[src/dic_consts.vh]
// constants for the dsp interrupt controller: offsets, fields, resets, levels
`ifndef DIC_CONSTS_VH
`define DIC_CONSTS_VH
`define DIC_OFF_MASK      4'h0
`define DIC_OFF_LATCH     4'h1
`define DIC_OFF_CTRL      4'h2
`define DIC_OFF_PRIO_LO   4'h3
`define DIC_OFF_PRIO_MID  4'h4
`define DIC_OFF_PRIO_HI   4'h5
`define DIC_OFF_FLAGCFG   4'h6
`define DIC_OFF_FLAGSW    4'h7
`define DIC_OFF_STACK     4'h8
`define DIC_OFF_STAT      4'h9
`define DIC_OFF_STAT_CLR  4'ha
`define DIC_OFF_STAT_EN   4'hb
`define DIC_OFF_VECTOR    4'hc
`define DIC_CTRL_NEST     4
`define DIC_CTRL_GIE      5
`define DIC_CTRL_BIAS     7
`define DIC_CTRL_PCSTK    10
`define DIC_CTRL_LPSTK    11
`define DIC_CTRL_WMASK    16'h0cb0
`define DIC_BIT_RESET     0
`define DIC_BIT_PWRDN     1
`define DIC_BIT_STACK     2
`define DIC_BIT_EMUK      3
`define DIC_USER_BASE     4
`define DIC_LEVEL_SHARED  4'hb
`define DIC_VEC_STEP      24'h000020
`define DIC_VEC_NOBOOT    24'h010000
`define DIC_MASK_RESET    16'h0000
`define DIC_CTRL_RESET    16'h0000
`define DIC_PC_DEPTH      33
`define DIC_LOOP_DEPTH    8
`define DIC_STAT_DEPTH    16
`define DIC_PC_LOW        3
`define DIC_PC_HIGH       28
`define DIC_FLAG_LEVEL    2'h0
`define DIC_FLAG_RISE     2'h1
`define DIC_FLAG_FALL     2'h2
`define DIC_FLAG_BOTH     2'h3
`endif

[src/dic_status_stack.v]
// status stack memory: pushed on interrupt entry, popped on return
`timescale 1ns/100ps
module dic_status_stack #(
  parameter DEPTH = 16,                   // entries
  parameter AW    = 4,                    // address width
  parameter DW    = 16                    // status word width
) (
  input  wire          clk_sys,           // core clock
  input  wire          sys_rst,           // sync reset, high
  input  wire          push,              // store status
  input  wire          pop,               // retrieve status
  input  wire [DW-1:0] wdata,             // status to store
  output reg  [DW-1:0] rdata,             // popped status, registered
  output reg  [AW:0]   level              // entries held
);
  reg [DW-1:0] mem [0:DEPTH-1];

  always @(posedge clk_sys)
  begin
    if (sys_rst)
    begin
      level <= {(AW+1){1'b0}};
      rdata <= {DW{1'b0}};
    end
    else if (push && level < DEPTH)
    begin
      mem[level[AW-1:0]] <= wdata;
      level              <= level + 1'b1;
    end
    else if (pop && level != 0)
    begin
      rdata <= mem[level[AW-1:0] - 1'b1];
      level <= level - 1'b1;
    end
  end
endmodule // dic_status_stack

[src/dic_interrupt_controller.v]
// dsp interrupt controller: latch, mask, priority, vectors, stacks, flag pins
//
// Chosen here: the plain strobed port and the register offsets.
`timescale 1ns/100ps
`include "dic_consts.vh"
// What this block does
// - seventeen sources prioritised, emulator included
// - lower bit wins; vectors step 0x20
// - no-boot mode moves vectors to 0x10000
// - per-id priority field selects user slot
// - ids 0-11 reset to id; others 11
// - level 11 all alias to bit 15
// - latch AND mask, highest pending chosen
// - reset, powerdown, emulator unmaskable; gie blocks powerdown
// - control bit4 nesting, bit5 global enable
// - bits 10,11 stack irq enables; bit7 rounding
// - software writes force or clear latch bits
// - pc 33, loop 8, status 16 stacks
// - stack irq below three or above 28
// - global on/off instructions override control writes
// - only reset and emulator requests served after reset
// - flag pins level, edge, both, software
module dic_interrupt_controller #(
  parameter NPER  = 15,                   // peripheral ids
  parameter NFLAG = 16                    // flag pins
) (
  input  wire              clk_sys,       // core clock 125 MHz
  input  wire              sys_rst,       // sync reset, high
  input  wire [3:0]        reg_addr,      // register index
  input  wire [15:0]       reg_wdata,     // write data
  input  wire              reg_wr,        // write strobe
  input  wire              reg_rd,        // read strobe
  output reg  [15:0]       reg_rdata,     // read data, cycle after strobe
  input  wire [NPER-1:0]   periph_req,    // peripheral request pulses
  input  wire [NFLAG-1:0]  flag_pin,      // flag pins, asynchronous
  input  wire              emu_req,       // emulator request pulse
  input  wire              rst_req,       // reset interrupt pulse
  input  wire              pwrdn_req,     // power-down request pulse
  input  wire              emuk_req,      // emulation kernel request pulse
  input  wire              no_boot,       // run from external memory
  input  wire              global_irq_on_instr,  // enable servicing
  input  wire              global_irq_off_instr, // disable servicing
  input  wire              pc_push,       // sequencer pc push
  input  wire              pc_pop,        // sequencer pc pop
  input  wire              loop_push,     // loop stack push
  input  wire              loop_pop,      // loop stack pop
  input  wire              irq_return,    // return from service routine
  input  wire              irq_ack,       // sequencer takes irq_vector
  output reg               irq_valid,     // an interrupt awaits service
  output reg  [23:0]       irq_vector,    // vector of chosen interrupt
  output reg               emu_valid,     // emulator interrupt pending
  output wire [15:0]       status_restore,// status popped on return
  output wire              biased_round,  // mac biased rounding enable
  output wire              irq_out        // level event interrupt
);
  reg  [15:0] interrupt_mask_bits;
  reg  [15:0] interrupt_latch;
  reg  [15:0] interrupt_control;
  reg  [3:0]  prio [0:NPER-1];
  reg  [31:0] flag_mode;
  reg  [15:0] flag_sw;
  reg  [15:0] flag_meta;
  reg  [15:0] flag_sync;
  reg  [15:0] flag_prev;
  reg  [5:0]  pc_level;
  reg  [3:0]  loop_level;
  reg  [15:0] active;
  reg  [2:0]  evt_stat;
  reg  [2:0]  evt_en;
  reg  [15:0] next_latch;
  reg  [15:0] user_req;
  reg  [15:0] pending;
  reg  [4:0]  sel;
  reg  [3:0]  offer_bit;
  reg         flag_a;
  reg         flag_b;
  reg  [15:0] flag_hit;
  integer     i;
  integer     j;
  integer     m;
  wire [4:0]  stat_level;
  wire        stack_cond;
  wire        gie;
  wire        nest;
  wire [2:0]  next_evt;

  assign gie          = interrupt_control[`DIC_CTRL_GIE];
  assign nest         = interrupt_control[`DIC_CTRL_NEST];
  assign biased_round = interrupt_control[`DIC_CTRL_BIAS];

  // lowest set bit index, 16 when empty
  function [4:0] first_set;
    input [15:0] v;
    integer k;
    begin
      first_set = 5'h10;
      for (k = 15; k >= 0; k = k - 1)
        if (v[k])
          first_set = k[4:0];
    end
  endfunction

  // latch bit for a priority level
  function [3:0] slot_of;
    input [3:0] p;
    begin
      slot_of = (p >= `DIC_LEVEL_SHARED) ? 4'hf : p + 4'h4;
    end
  endfunction

  dic_status_stack #(
    .DEPTH (`DIC_STAT_DEPTH),
    .AW    (4),
    .DW    (16)
  ) u_stat (
    .clk_sys (clk_sys),
    .sys_rst (sys_rst),
    .push    (irq_ack && irq_valid),
    .pop     (irq_return),
    .wdata   (interrupt_mask_bits),
    .rdata   (status_restore),
    .level   (stat_level)
  );

  // flag pins cross into the core clock through two flops
  always @(posedge clk_sys)
  begin
    flag_meta <= flag_pin;
    flag_sync <= flag_meta;
    // no reset: a pin idling high must not look like a fresh edge
    flag_prev <= flag_sync;
  end

  // flag sensing per pin, plus software trigger
  always @*
  begin
    flag_hit = 16'h0000;
    for (j = 0; j < NFLAG; j = j + 1)
    begin
      case (flag_mode[2*j +: 2])
        `DIC_FLAG_LEVEL: flag_hit[j] = flag_sync[j];
        `DIC_FLAG_RISE:  flag_hit[j] = flag_sync[j] & ~flag_prev[j];
        `DIC_FLAG_FALL:  flag_hit[j] = ~flag_sync[j] & flag_prev[j];
        default:         flag_hit[j] = flag_sync[j] ^ flag_prev[j];
      endcase
    end
    flag_hit = flag_hit | flag_sw;
    flag_a   = |flag_hit[7:0];
    flag_b   = |flag_hit[15:8];
  end

  // pc stack level outside its window raises the stack interrupt
  assign stack_cond = (pc_level < `DIC_PC_LOW || pc_level > `DIC_PC_HIGH)
                      && interrupt_control[`DIC_CTRL_PCSTK]
                    || (loop_level == `DIC_LOOP_DEPTH)
                      && interrupt_control[`DIC_CTRL_LPSTK];

  // request mapping into latch bits
  always @*
  begin
    user_req = 16'h0000;
    for (m = 0; m < NPER; m = m + 1)
    begin
      if (periph_req[m] || (m == 12 && flag_a) || (m == 13 && flag_b))
        user_req[slot_of(prio[m])] = 1'b1;
    end
    user_req[`DIC_BIT_RESET] = rst_req;
    user_req[`DIC_BIT_PWRDN] = pwrdn_req;
    user_req[`DIC_BIT_STACK] = stack_cond;
    user_req[`DIC_BIT_EMUK]  = emuk_req;
  end

  // reset and power-down bypass the mask; gie gates all but reset
  always @*
  begin
    pending = interrupt_latch & interrupt_mask_bits;
    pending[`DIC_BIT_RESET] = interrupt_latch[`DIC_BIT_RESET];
    pending[`DIC_BIT_PWRDN] = interrupt_latch[`DIC_BIT_PWRDN] & gie;
    if (!gie)
      pending[15:2] = 14'h0000;
    // without nesting only reset preempts; with it only lower bits do
    if (active != 16'h0000)
    begin
      if (!nest)
        pending[15:1] = 15'h0000;
      else
        pending = pending & (active - 16'h0001) & ~active;
    end
    sel = first_set(pending);
  end

  // latch: hardware set wins over software or acceptance clear
  always @*
  begin
    next_latch = interrupt_latch;
    if (reg_wr && reg_addr == `DIC_OFF_LATCH)
      next_latch = reg_wdata;
    if (irq_ack && irq_valid)
      next_latch[offer_bit] = 1'b0;
    next_latch = next_latch | user_req;
  end

  assign next_evt = {stack_cond, |flag_hit, irq_valid & irq_ack};

  always @(posedge clk_sys)
  begin
    if (sys_rst)
    begin
      interrupt_mask_bits <= `DIC_MASK_RESET;
      interrupt_latch     <= 16'h0000;
      interrupt_control   <= `DIC_CTRL_RESET;
      flag_mode           <= 32'h00000000;
      flag_sw             <= 16'h0000;
      pc_level            <= 6'h00;
      loop_level          <= 4'h0;
      active              <= 16'h0000;
      evt_stat            <= 3'h0;
      evt_en              <= 3'h0;
      emu_valid           <= 1'b0;
      irq_valid           <= 1'b0;
      irq_vector          <= 24'h000000;
      offer_bit           <= 4'h0;
      reg_rdata           <= 16'h0000;
      for (i = 0; i < NPER; i = i + 1)
        prio[i] <= (i < 12) ? i[3:0] : `DIC_LEVEL_SHARED;
    end
    else
    begin
      interrupt_latch <= next_latch;
      flag_sw         <= 16'h0000;
      if (global_irq_on_instr)
        interrupt_control[`DIC_CTRL_GIE] <= 1'b1;
      else if (global_irq_off_instr)
        interrupt_control[`DIC_CTRL_GIE] <= 1'b0;
      if (reg_wr)
      begin
        case (reg_addr)
          `DIC_OFF_MASK:
            interrupt_mask_bits <= reg_wdata;
          `DIC_OFF_CTRL:
            if (!global_irq_on_instr && !global_irq_off_instr)
              interrupt_control <= reg_wdata & `DIC_CTRL_WMASK;
          `DIC_OFF_PRIO_LO:
            for (i = 0; i < 4; i = i + 1)
              prio[i] <= reg_wdata[4*i +: 4];
          `DIC_OFF_PRIO_MID:
            for (i = 0; i < 4; i = i + 1)
              prio[i+4] <= reg_wdata[4*i +: 4];
          `DIC_OFF_PRIO_HI:
            for (i = 0; i < 4; i = i + 1)
              prio[i+8] <= reg_wdata[4*i +: 4];
          `DIC_OFF_FLAGCFG:
            flag_mode <= {reg_wdata, reg_wdata};
          `DIC_OFF_FLAGSW:
            flag_sw <= reg_wdata;
          `DIC_OFF_STAT_EN:
            evt_en <= reg_wdata[2:0];
          default:
            ;
        endcase
      end
      // id 12-14 sit in the hi word's second group; reuse the lane
      if (reg_wr && reg_addr == `DIC_OFF_PRIO_HI + 4'h1)
        for (i = 12; i < NPER; i = i + 1)
          prio[i] <= reg_wdata[4*(i-12) +: 4];
      // stacks: track pc and loop depths
      if (pc_push && !pc_pop && pc_level < `DIC_PC_DEPTH)
        pc_level <= pc_level + 6'h01;
      else if (pc_pop && !pc_push && pc_level != 6'h00)
        pc_level <= pc_level - 6'h01;
      if (loop_push && !loop_pop && loop_level < `DIC_LOOP_DEPTH)
        loop_level <= loop_level + 4'h1;
      else if (loop_pop && !loop_push && loop_level != 4'h0)
        loop_level <= loop_level - 4'h1;
      // emulator sits above everything, no bit and no vector
      if (emu_req)
        emu_valid <= 1'b1;
      else if (irq_ack && emu_valid)
        emu_valid <= 1'b0;
      // in-service tracking for nesting
      if (irq_ack && irq_valid)
        active <= active | (16'h0001 << offer_bit);
      else if (irq_return && active != 16'h0000)
        active <= active & (active - 16'h0001);
      irq_valid  <= (sel != 5'h10) && !(irq_ack && irq_valid);
      irq_vector <= (no_boot ? `DIC_VEC_NOBOOT : 24'h000000)
                    + {15'h0000, sel[3:0], 5'h00};
      // a take clears the bit behind the offered vector, not a newer winner
      offer_bit  <= sel[3:0];
      // sticky events: set wins over clear
      evt_stat <= (evt_stat & ~((reg_wr && reg_addr == `DIC_OFF_STAT_CLR)
                  ? reg_wdata[2:0] : 3'h0)) | next_evt;
      if (reg_rd)
      begin
        case (reg_addr)
          `DIC_OFF_MASK:     reg_rdata <= interrupt_mask_bits;
          `DIC_OFF_LATCH:    reg_rdata <= interrupt_latch;
          `DIC_OFF_CTRL:     reg_rdata <= interrupt_control;
          `DIC_OFF_PRIO_LO:  reg_rdata <= {prio[3], prio[2], prio[1], prio[0]};
          `DIC_OFF_PRIO_MID: reg_rdata <= {prio[7], prio[6], prio[5], prio[4]};
          `DIC_OFF_PRIO_HI:  reg_rdata <= {prio[11], prio[10], prio[9], prio[8]};
          4'hd:              reg_rdata <= {4'h0, prio[14], prio[13], prio[12]};
          `DIC_OFF_FLAGCFG:  reg_rdata <= flag_mode[15:0];
          `DIC_OFF_STACK:    reg_rdata <= {loop_level, stat_level[3:0], 2'h0, pc_level};
          `DIC_OFF_STAT:     reg_rdata <= {13'h0000, evt_stat};
          `DIC_OFF_STAT_EN:  reg_rdata <= {13'h0000, evt_en};
          `DIC_OFF_VECTOR:   reg_rdata <= irq_vector[15:0];
          default:           reg_rdata <= 16'h0000;
        endcase
      end
    end
  end

  assign irq_out = |(evt_stat & evt_en);
endmodule // dic_interrupt_controller

[config.mk]
export PLATFORM = sky130hd
export DESIGN_NAME = dic_interrupt_controller
export DESIGN_NICKNAME = d
export VERILOG_FILES = /design/src/dic_status_stack.v /design/src/dic_interrupt_controller.v
export VERILOG_INCLUDE_DIRS = /design/src
export SDC_FILE = /design/constraint.sdc
export NUM_CORES = 1
export LEC_CHECK = 0
export ABC_CLOCK_PERIOD_IN_PS = 6900
export BUFFER_PORTS_ARGS = -buffer_cell sky130_fd_sc_hd__buf_2
export CAP_MARGIN = 20
export CORE_UTILIZATION = 65
export CTS_CLUSTER_SIZE = 24
export DETAILED_ROUTE_END_ITERATION = 8
export PLACE_DENSITY = 0.84
export SLEW_MARGIN = 5
export SYNTH_ARGS = -nofsm -noshare
export SYNTH_HDL_FRONTEND = slang
export SYNTH_HIERARCHICAL = 1
export SYNTH_SLANG_ARGS = --single-unit
[constraint.sdc]
create_clock -name clk_sys -period 6.9 [get_ports clk_sys]
set_input_delay 0.345 -clock clk_sys [delete_from_list [all_inputs] [get_ports clk_sys]]
set_output_delay 0.345 -clock clk_sys [all_outputs]
set_load 0.01 [all_outputs]
==> reports/metrics.yaml, run 1 <==
async_flop_share_pct: 0
skew_ns: 0.0433
grt_setup_unrepaired: "no"
power_density_nw_per_um2: 322
syn_area_per_cell_um2: 11.9
first_pass_iters: 7
drv_slew: 0
use_met1_pct: 50.8
ys_types: 94
pin_count: 128
synth_seq_area_share_pct: 56.7
criticalPathCategory: "register to register"
post-route-period-util_pct: 50.0
place.gp.congestion: 1.07
fin_crit_ns: 3.45
critPathMaxFanout: 41
p_leak_nw: 9.79
via_per_inst: 7.09
hpwl_um: 53900
synthCells: 1976
vdd_drop_max_mv: 0.370
die-height_um: 192
io_buffer_count: 108
drv_cap: 0
worst_setup_path_end_kind: "register"
synth_ff_type: "edfxtp_1"
worstMarginPinSlew_ns: 1.13
insertion_delay_ns: 0.63
fill_cells: 2222
seq_area_um2: 13400
grt_max_degree: 65
totalWireLength_um: 79900
arrival_ns: 3.92
dp_worst_setup_slack_ns: 3.60
cp_cell_sequence: "buf_4, nor3_1, xnor2_1, or3b_1, a21oi_1, a211o_1"
cts.path.max_buffers: 3
synth-seq-cells: 509
drive_gt1_share_pct: 17.0
multiInputGateArea_um2: 9430
cts_buffers: 50
drtAntennaViolNets: 0
clk_pin_slew_ns: 0.06
remaining_drc_errors: 0
max_stage_delay_ns: 0.79
grt_use_met2_pct: 69.7
area_growth_pct: 11.8
antenna_found_initial: 2
clock_sinks: 509
overflow: 0
grt_util_met3_pct: 10.9
grt_pass1_wl_um: 115000
coreArea_um2: 35600
relSlewSlack_pct: 24.0
ys_warn_count: 6
fin_tns_setup_ns: 0
slowest_stage: "or3b_1"
drt_iter0_markers: 2467
cts_max_level: 2
cts_tree: "yes"
post_cts_resized: 0
cts_root_buf: "clkbuf_16"
hp-class: "primary input to register"
num_rows: 69
nNetsFinal: 2214
start_util_pct: 66.2
synth_edf_count: 316
grt_pass1_vias: 18100
globalRoute.busiestLayer: "met2"
worstPathRequired_ns: 7.38
hold_viol: 0
vias: 18300
setup_viol: 0
status: "finished clean"
layout_setup_ws_ns: 3.45
track_usage_pct: 43.5
max_freq_mhz: 290
dieArea_um2: 37000
die_w_um: 192
synth_area_um2: 23500
wire_per_inst_um: 30.9
crit_path_start_kind: "register"
## registers in the layout (all words and copies together) (netlist names), 4 cells and up
register             count
active                  16
flag_meta               16
flag_mode               16
flag_prev               16
flag_sw                 16
flag_sync               16
interrupt_control        5
interrupt_latch         16
interrupt_mask_bits     16
loop_level               4
pc_level                 6
prio                    60
reg_rdata               16
u_stat/level             5
u_stat/mem             256
u_stat/rdata            16
## worst paths after layout
| check | slack [ns] | to | startpoint | cells after the start |
|---|---|---|---|---|
| worst max-delay path | 3.45 | u_stat/rdata[5] | u_stat/level[0] | 6 |
| worst min-delay path | 0.01 | interrupt_control[5] | global_irq_off_instr | 4 |
| worst max register to register | 3.45 | u_stat/rdata[5] | u_stat/level[0] | 6 |
| worst min register to register | 0.33 | flag_sync[3] | flag_meta[3] | 0 |
## synthesized netlist by cell type (7+ instances only)
cell | instances | area share (%)
edfxtp_1 | 316 | 40
dfxtp_1 | 193 | 16
nand2_1 | 192 | 3.1
nor2_1 | 129 | 2.1
a21oi_1 | 125 | 2.7
mux4_2 | 75 | 7.2
inv_1 | 74 | 1.2
nor3_1 | 73 | 1.6
clkbuf_1 | 71 | 1.1
ha_1 | 62 | 3.3
nand3_1 | 47 | 1.0
nand2b_1 | 45 | 1.2
a22oi_1 | 36 | 1.1
mux2i_1 | 33 | 1.4
nor2b_1 | 33 | 0.88
o22ai_1 | 33 | 0.88
and2_1 | 32 | 0.85
nand3b_1 | 28 | 0.89
o21ai_0 | 26 | 0.55
nor4_1 | 24 | 0.64
buf_4 | 21 | 0.67
buf_2 | 19 | 0.40
o32ai_1 | 19 | 0.71
a211o_1 | 18 | 0.67
nor3b_1 | 17 | 0.54
a31oi_1 | 15 | 0.40
nand4_1 | 14 | 0.37
o2111ai_1 | 14 | 0.52
or2_2 | 13 | 0.35
a222oi_1 | 12 | 0.51
or3b_2 | 12 | 0.45
or3_1 | 11 | 0.29
xnor2_1 | 11 | 0.41
a211oi_1 | 9 | 0.29
a22o_1 | 8 | 0.30
o211ai_1 | 7 | 0.22
## layout by cell type, fill, tap and decap left out, types with 33 or more instances in the layout
cell / instances
edfxtp_1: 316
nor2_1: 128
ha_1: 61
nand3_1: 47
a22oi_1: 36
a21oi_1: 125
nor2b_1: 33
buf_2: 107
mux2i_1: 33
dfxtp_1: 192
inv_1: 74
nand2_1: 192
o22ai_1: 33
nor3_1: 68
clkbuf_16: 51
mux4_2: 75
nand2b_1: 45
## metrics by stage
stage | hold slack, ns | instance area (um2) | util [%] | power (W) | cells
3_5_place_dp | 0.312 | 24400 | 68.6 | 0.00552 | 2470
6_report | 0.0100 | 26300 | 74.0 | 0.00847 | 2587
4_1_cts | 0.00844 | 26300 | 74.0 | 0.00839 | 2585
2_1_floorplan | 0.310 | 23600 | - | 0.00492 | 1994
3_3_place_gp | 0.312 | 24400 | 68.6 | 0.00544 | 2470
5_1_grt | 0.0351 | 26300 | 74.0 | 0.00869 | 2585
## where the power goes
part / internal (W) / switching, W
logic: 0.000800 / 0.00115
clock network: 0.00161 / 0.00126
registers: 0.00334 / 0.000295
## worst max-delay path, delay by kind of cell (launching register included)
family          cells  cell delay (ns)
flops               1             0.72
simple gates        2             0.95
buf+inv             1             0.74
xor+xnor            1             0.31
compound gates      2             0.48
## kinds of logic (layout without fill, tap and decap cells)
logic type               count (synthesis)  after routing  synth area share (%)
AND/OR/NAND/NOR                        713            713                  16.1
flip-flops                             509            509                  56.7
AO/OA/AOI/OAI                          369            369                  10.7
buffers and inverters                  196            326                  3.83
multiplexers                           111            111                  8.72
adder cells (fa/ha/maj)                 65             65                  3.51
XOR/XNOR                                12             12                 0.446
other                                    1             21                0.0159
## timing repair
action	CTS	global route
buffers inserted	0	0
endpoints found under the hold margin	21	0
hold buffers	21	0
## layer usage
layer	wire length, um	share of wire (%)
met1	26800	34
met2	37000	46
met3	9240	12
met4	6850	8.6
met5	13	0.016
## area by class of cell
| type | count | area share [%] |
|---|---|---|
| Sequential cell | 509 | 50.7 |
| Multi-Input combinational cell | 1289 | 35.8 |
| Clock buffer | 55 | 4.94 |
| Timing Repair Buffer | 158 | 3.69 |
| Tap cell | 461 | 2.19 |
| Clock inverter | 39 | 1.58 |
| Inverter | 74 | 1.05 |
| Antenna cell | 2 | 0.0190 |
No activity file was read; power rests on OpenSTA's default activity.
==> run 2, diff against run 1 <==
ABC_CLOCK_PERIOD_IN_PS = 3390   (was 6900)
CORE_UTILIZATION = 61   (was 65)
PLACE_DENSITY = 0.8   (was 0.84)
clock period = 3.39 ns   (was 6.9 ns; I/O delays follow)
==> run 2 against run 1 <==
Die area up 6.5%; worst setup slack worse by 3.2 ns; via count fell by 0.14%; largest cell class unchanged.
==> reports/metrics.yaml, run 2 (synthesis gave the netlist of run 1 again) <==
setup_viol: 0
critPathMaxFanout: 5
final_core_util_pct: 70.9
drt_iter0_markers: 2614
worst_setup_path_end_kind: "register"
clk_pin_slew_ns: 0.06
pin_count: 128
first_pass_iters: 9
wl_met2_um: 37100
hpwl_um: 53300
io_buffer_count: 108
crit_family: "simple AND/OR/NAND/NOR gates"
track_usage_pct: 40.6
reg2reg_to: "offer_bit[1]"
fin_crit_ns: 3.15
die-height_um: 198
layout_common_cells: "edfxtp_1, nand2_1, dfxtp_1"
power_frac_seq_pct: 42.6
hp-start: "pc_pop"
p_leak_nw: 10.0
cts_root_buf: "clkbuf_16"
final_area_um2: 26800
cp_cell_sequence: "or3_1, or3_1, nor2b_1, nand3_1, ha_1, and2b_2, a41oi_1, or4b_4, a211oi_1, o221ai_1, a21oi_1"
worstPathRequired_ns: 3.94
dr_wl_met3_um: 8770
path_depth: 11
multiInputGateArea_um2: 9420
fin_cells: 2691
die_w_um: 198
r2r_cells: 11
area_growth_pct: 14.1
post_cts_buffers: 0
vias: 18300
arrival_ns: 3.70
cts.path.max_buffers: 3
max_freq_mhz: 317
drtAntennaViolNets: 0
max_stage_delay_ns: 0.56
fill_cells: 2562
fin_tns_setup_ns: 0
crit_buf_inv: 0
grt_pass1_wl_um: 115000
grt_setup_unrepaired: "no"
totalWireLength_um: 78900
post_dp_cell_area_um2: 24700
relSlewSlack_pct: 23.3
clock_sinks: 509
crit_path_start_kind: "register"
place.gp.congestion: 1.04
cts_buffers: 51
grt_pass1_vias: 18000
drv_slew: 0
antenna_found_initial: 0
grt_max_degree: 79
remaining_drc_errors: 0
dieArea_um2: 39400
p_int_w: 0.0118
start_util_pct: 62.2
largest_register_ffs: 256
final_common_cell: "edfxtp_1"
status: "finished clean"
drive_gt1_share_pct: 17.6
cts_tree: "yes"
crit_start: "active[0]"
met1Wirelength_um: 27500
r2r-start: "active[0]"
skew_ns: 0.0331
criticalPathCategory: "register to register"
insertion_delay_ns: 0.61
coreArea_um2: 37800
placed_cells: 2549
cts_max_level: 2
seq_area_um2: 13400
hp-class: "primary input to register"
switching_share_pct: 31.0
crit_path_frequent_cell: "or3_1"
routed.top_layer: "met4"
reg2reg_slack_ns: 0.24
hold_viol: 0
overflow: 0
timing.hold.ws_ns: 0.0244
worstMarginPinSlew_ns: 1.14
clkPwrFrac_pct: 33.1
num_rows: 71
post-route-period-util_pct: 93.0
pwr-share-comb_pct: 24.3
nNetsFinal: 2268
wire_per_inst_um: 29.3
vdd_drop_max_mv: 0.647
slowest_stage: "or4b_4"
drv_cap: 0
via_per_inst: 6.80
power_density_nw_per_um2: 634
critPathCapture: "offer_bit[1]"
switching_power_w: 0.00528
-- run 2: worst reg2reg max path: cells and delay by family (launching register included) --
kind                     cells  cell delay [ns]
AO/OA/AOI/OAI                4             0.65
adder cells (fa/ha/maj)      1             0.28
flip-flops                   1             0.34
AND/OR/NAND/NOR              6             1.81
-- run 2: stage by stage --
step	setup slack [ns]	total power [W]
after floorplan	0.413	0.0100
after global placement	0.334	0.0112
after detailed placement	0.261	0.0113
after CTS	0.243	0.0170
after global routing	0.0847	0.0176
final	0.237	0.0170
-- run 2: layout make-up --
| type | count | share of cell area (%) |
|---|---|---|
| clock buffers | 70 | 5.36 |
| well taps | 511 | 2.38 |
| diodes | 1 | 0.00932 |
| clock inverters | 26 | 0.862 |
| inverters | 74 | 1.03 |
| repair buffers | 211 | 5.51 |
| multi-input cells | 1289 | 35.1 |
| flip-flops and latches | 509 | 49.7 |
-- run 2: what timing repair did --
action	CTS	global route
hold endpoints to repair	78	0
hold buffers	45	0
resized for setup	0	0
endpoints found under the setup margin	0	0
-- run 2: power by group through the flow --
stage          clock, W  combinational [W]  sequential, W
2_1_floorplan         0            0.00286        0.00716
3_3_place_gp          0            0.00383        0.00733
3_5_place_dp          0            0.00396        0.00735
4_1_cts         0.00568            0.00408        0.00722
5_1_grt         0.00592            0.00444        0.00726
6_report        0.00564            0.00414        0.00725
-- run 2: per-layer routing --
metal  up-vias  track usage [%]
li1       7763                -
met3       322             9.07
met1      8877             49.3
met4         0             25.9
met5         -                0
met2      1341             65.9
-- run 2: worst min path at each step --
stage / to / slack [ns] / cells past startpoint
floorplan: flag_meta[0] / 0.20 / 0
global placement: flag_meta[11] / 0.27 / 1
detailed placement: flag_meta[9] / 0.27 / 1
CTS: pc_level[5] / 0.01 / 4
global route: pc_level[5] / 0.04 / 4
finish: pc_level[5] / 0.02 / 4
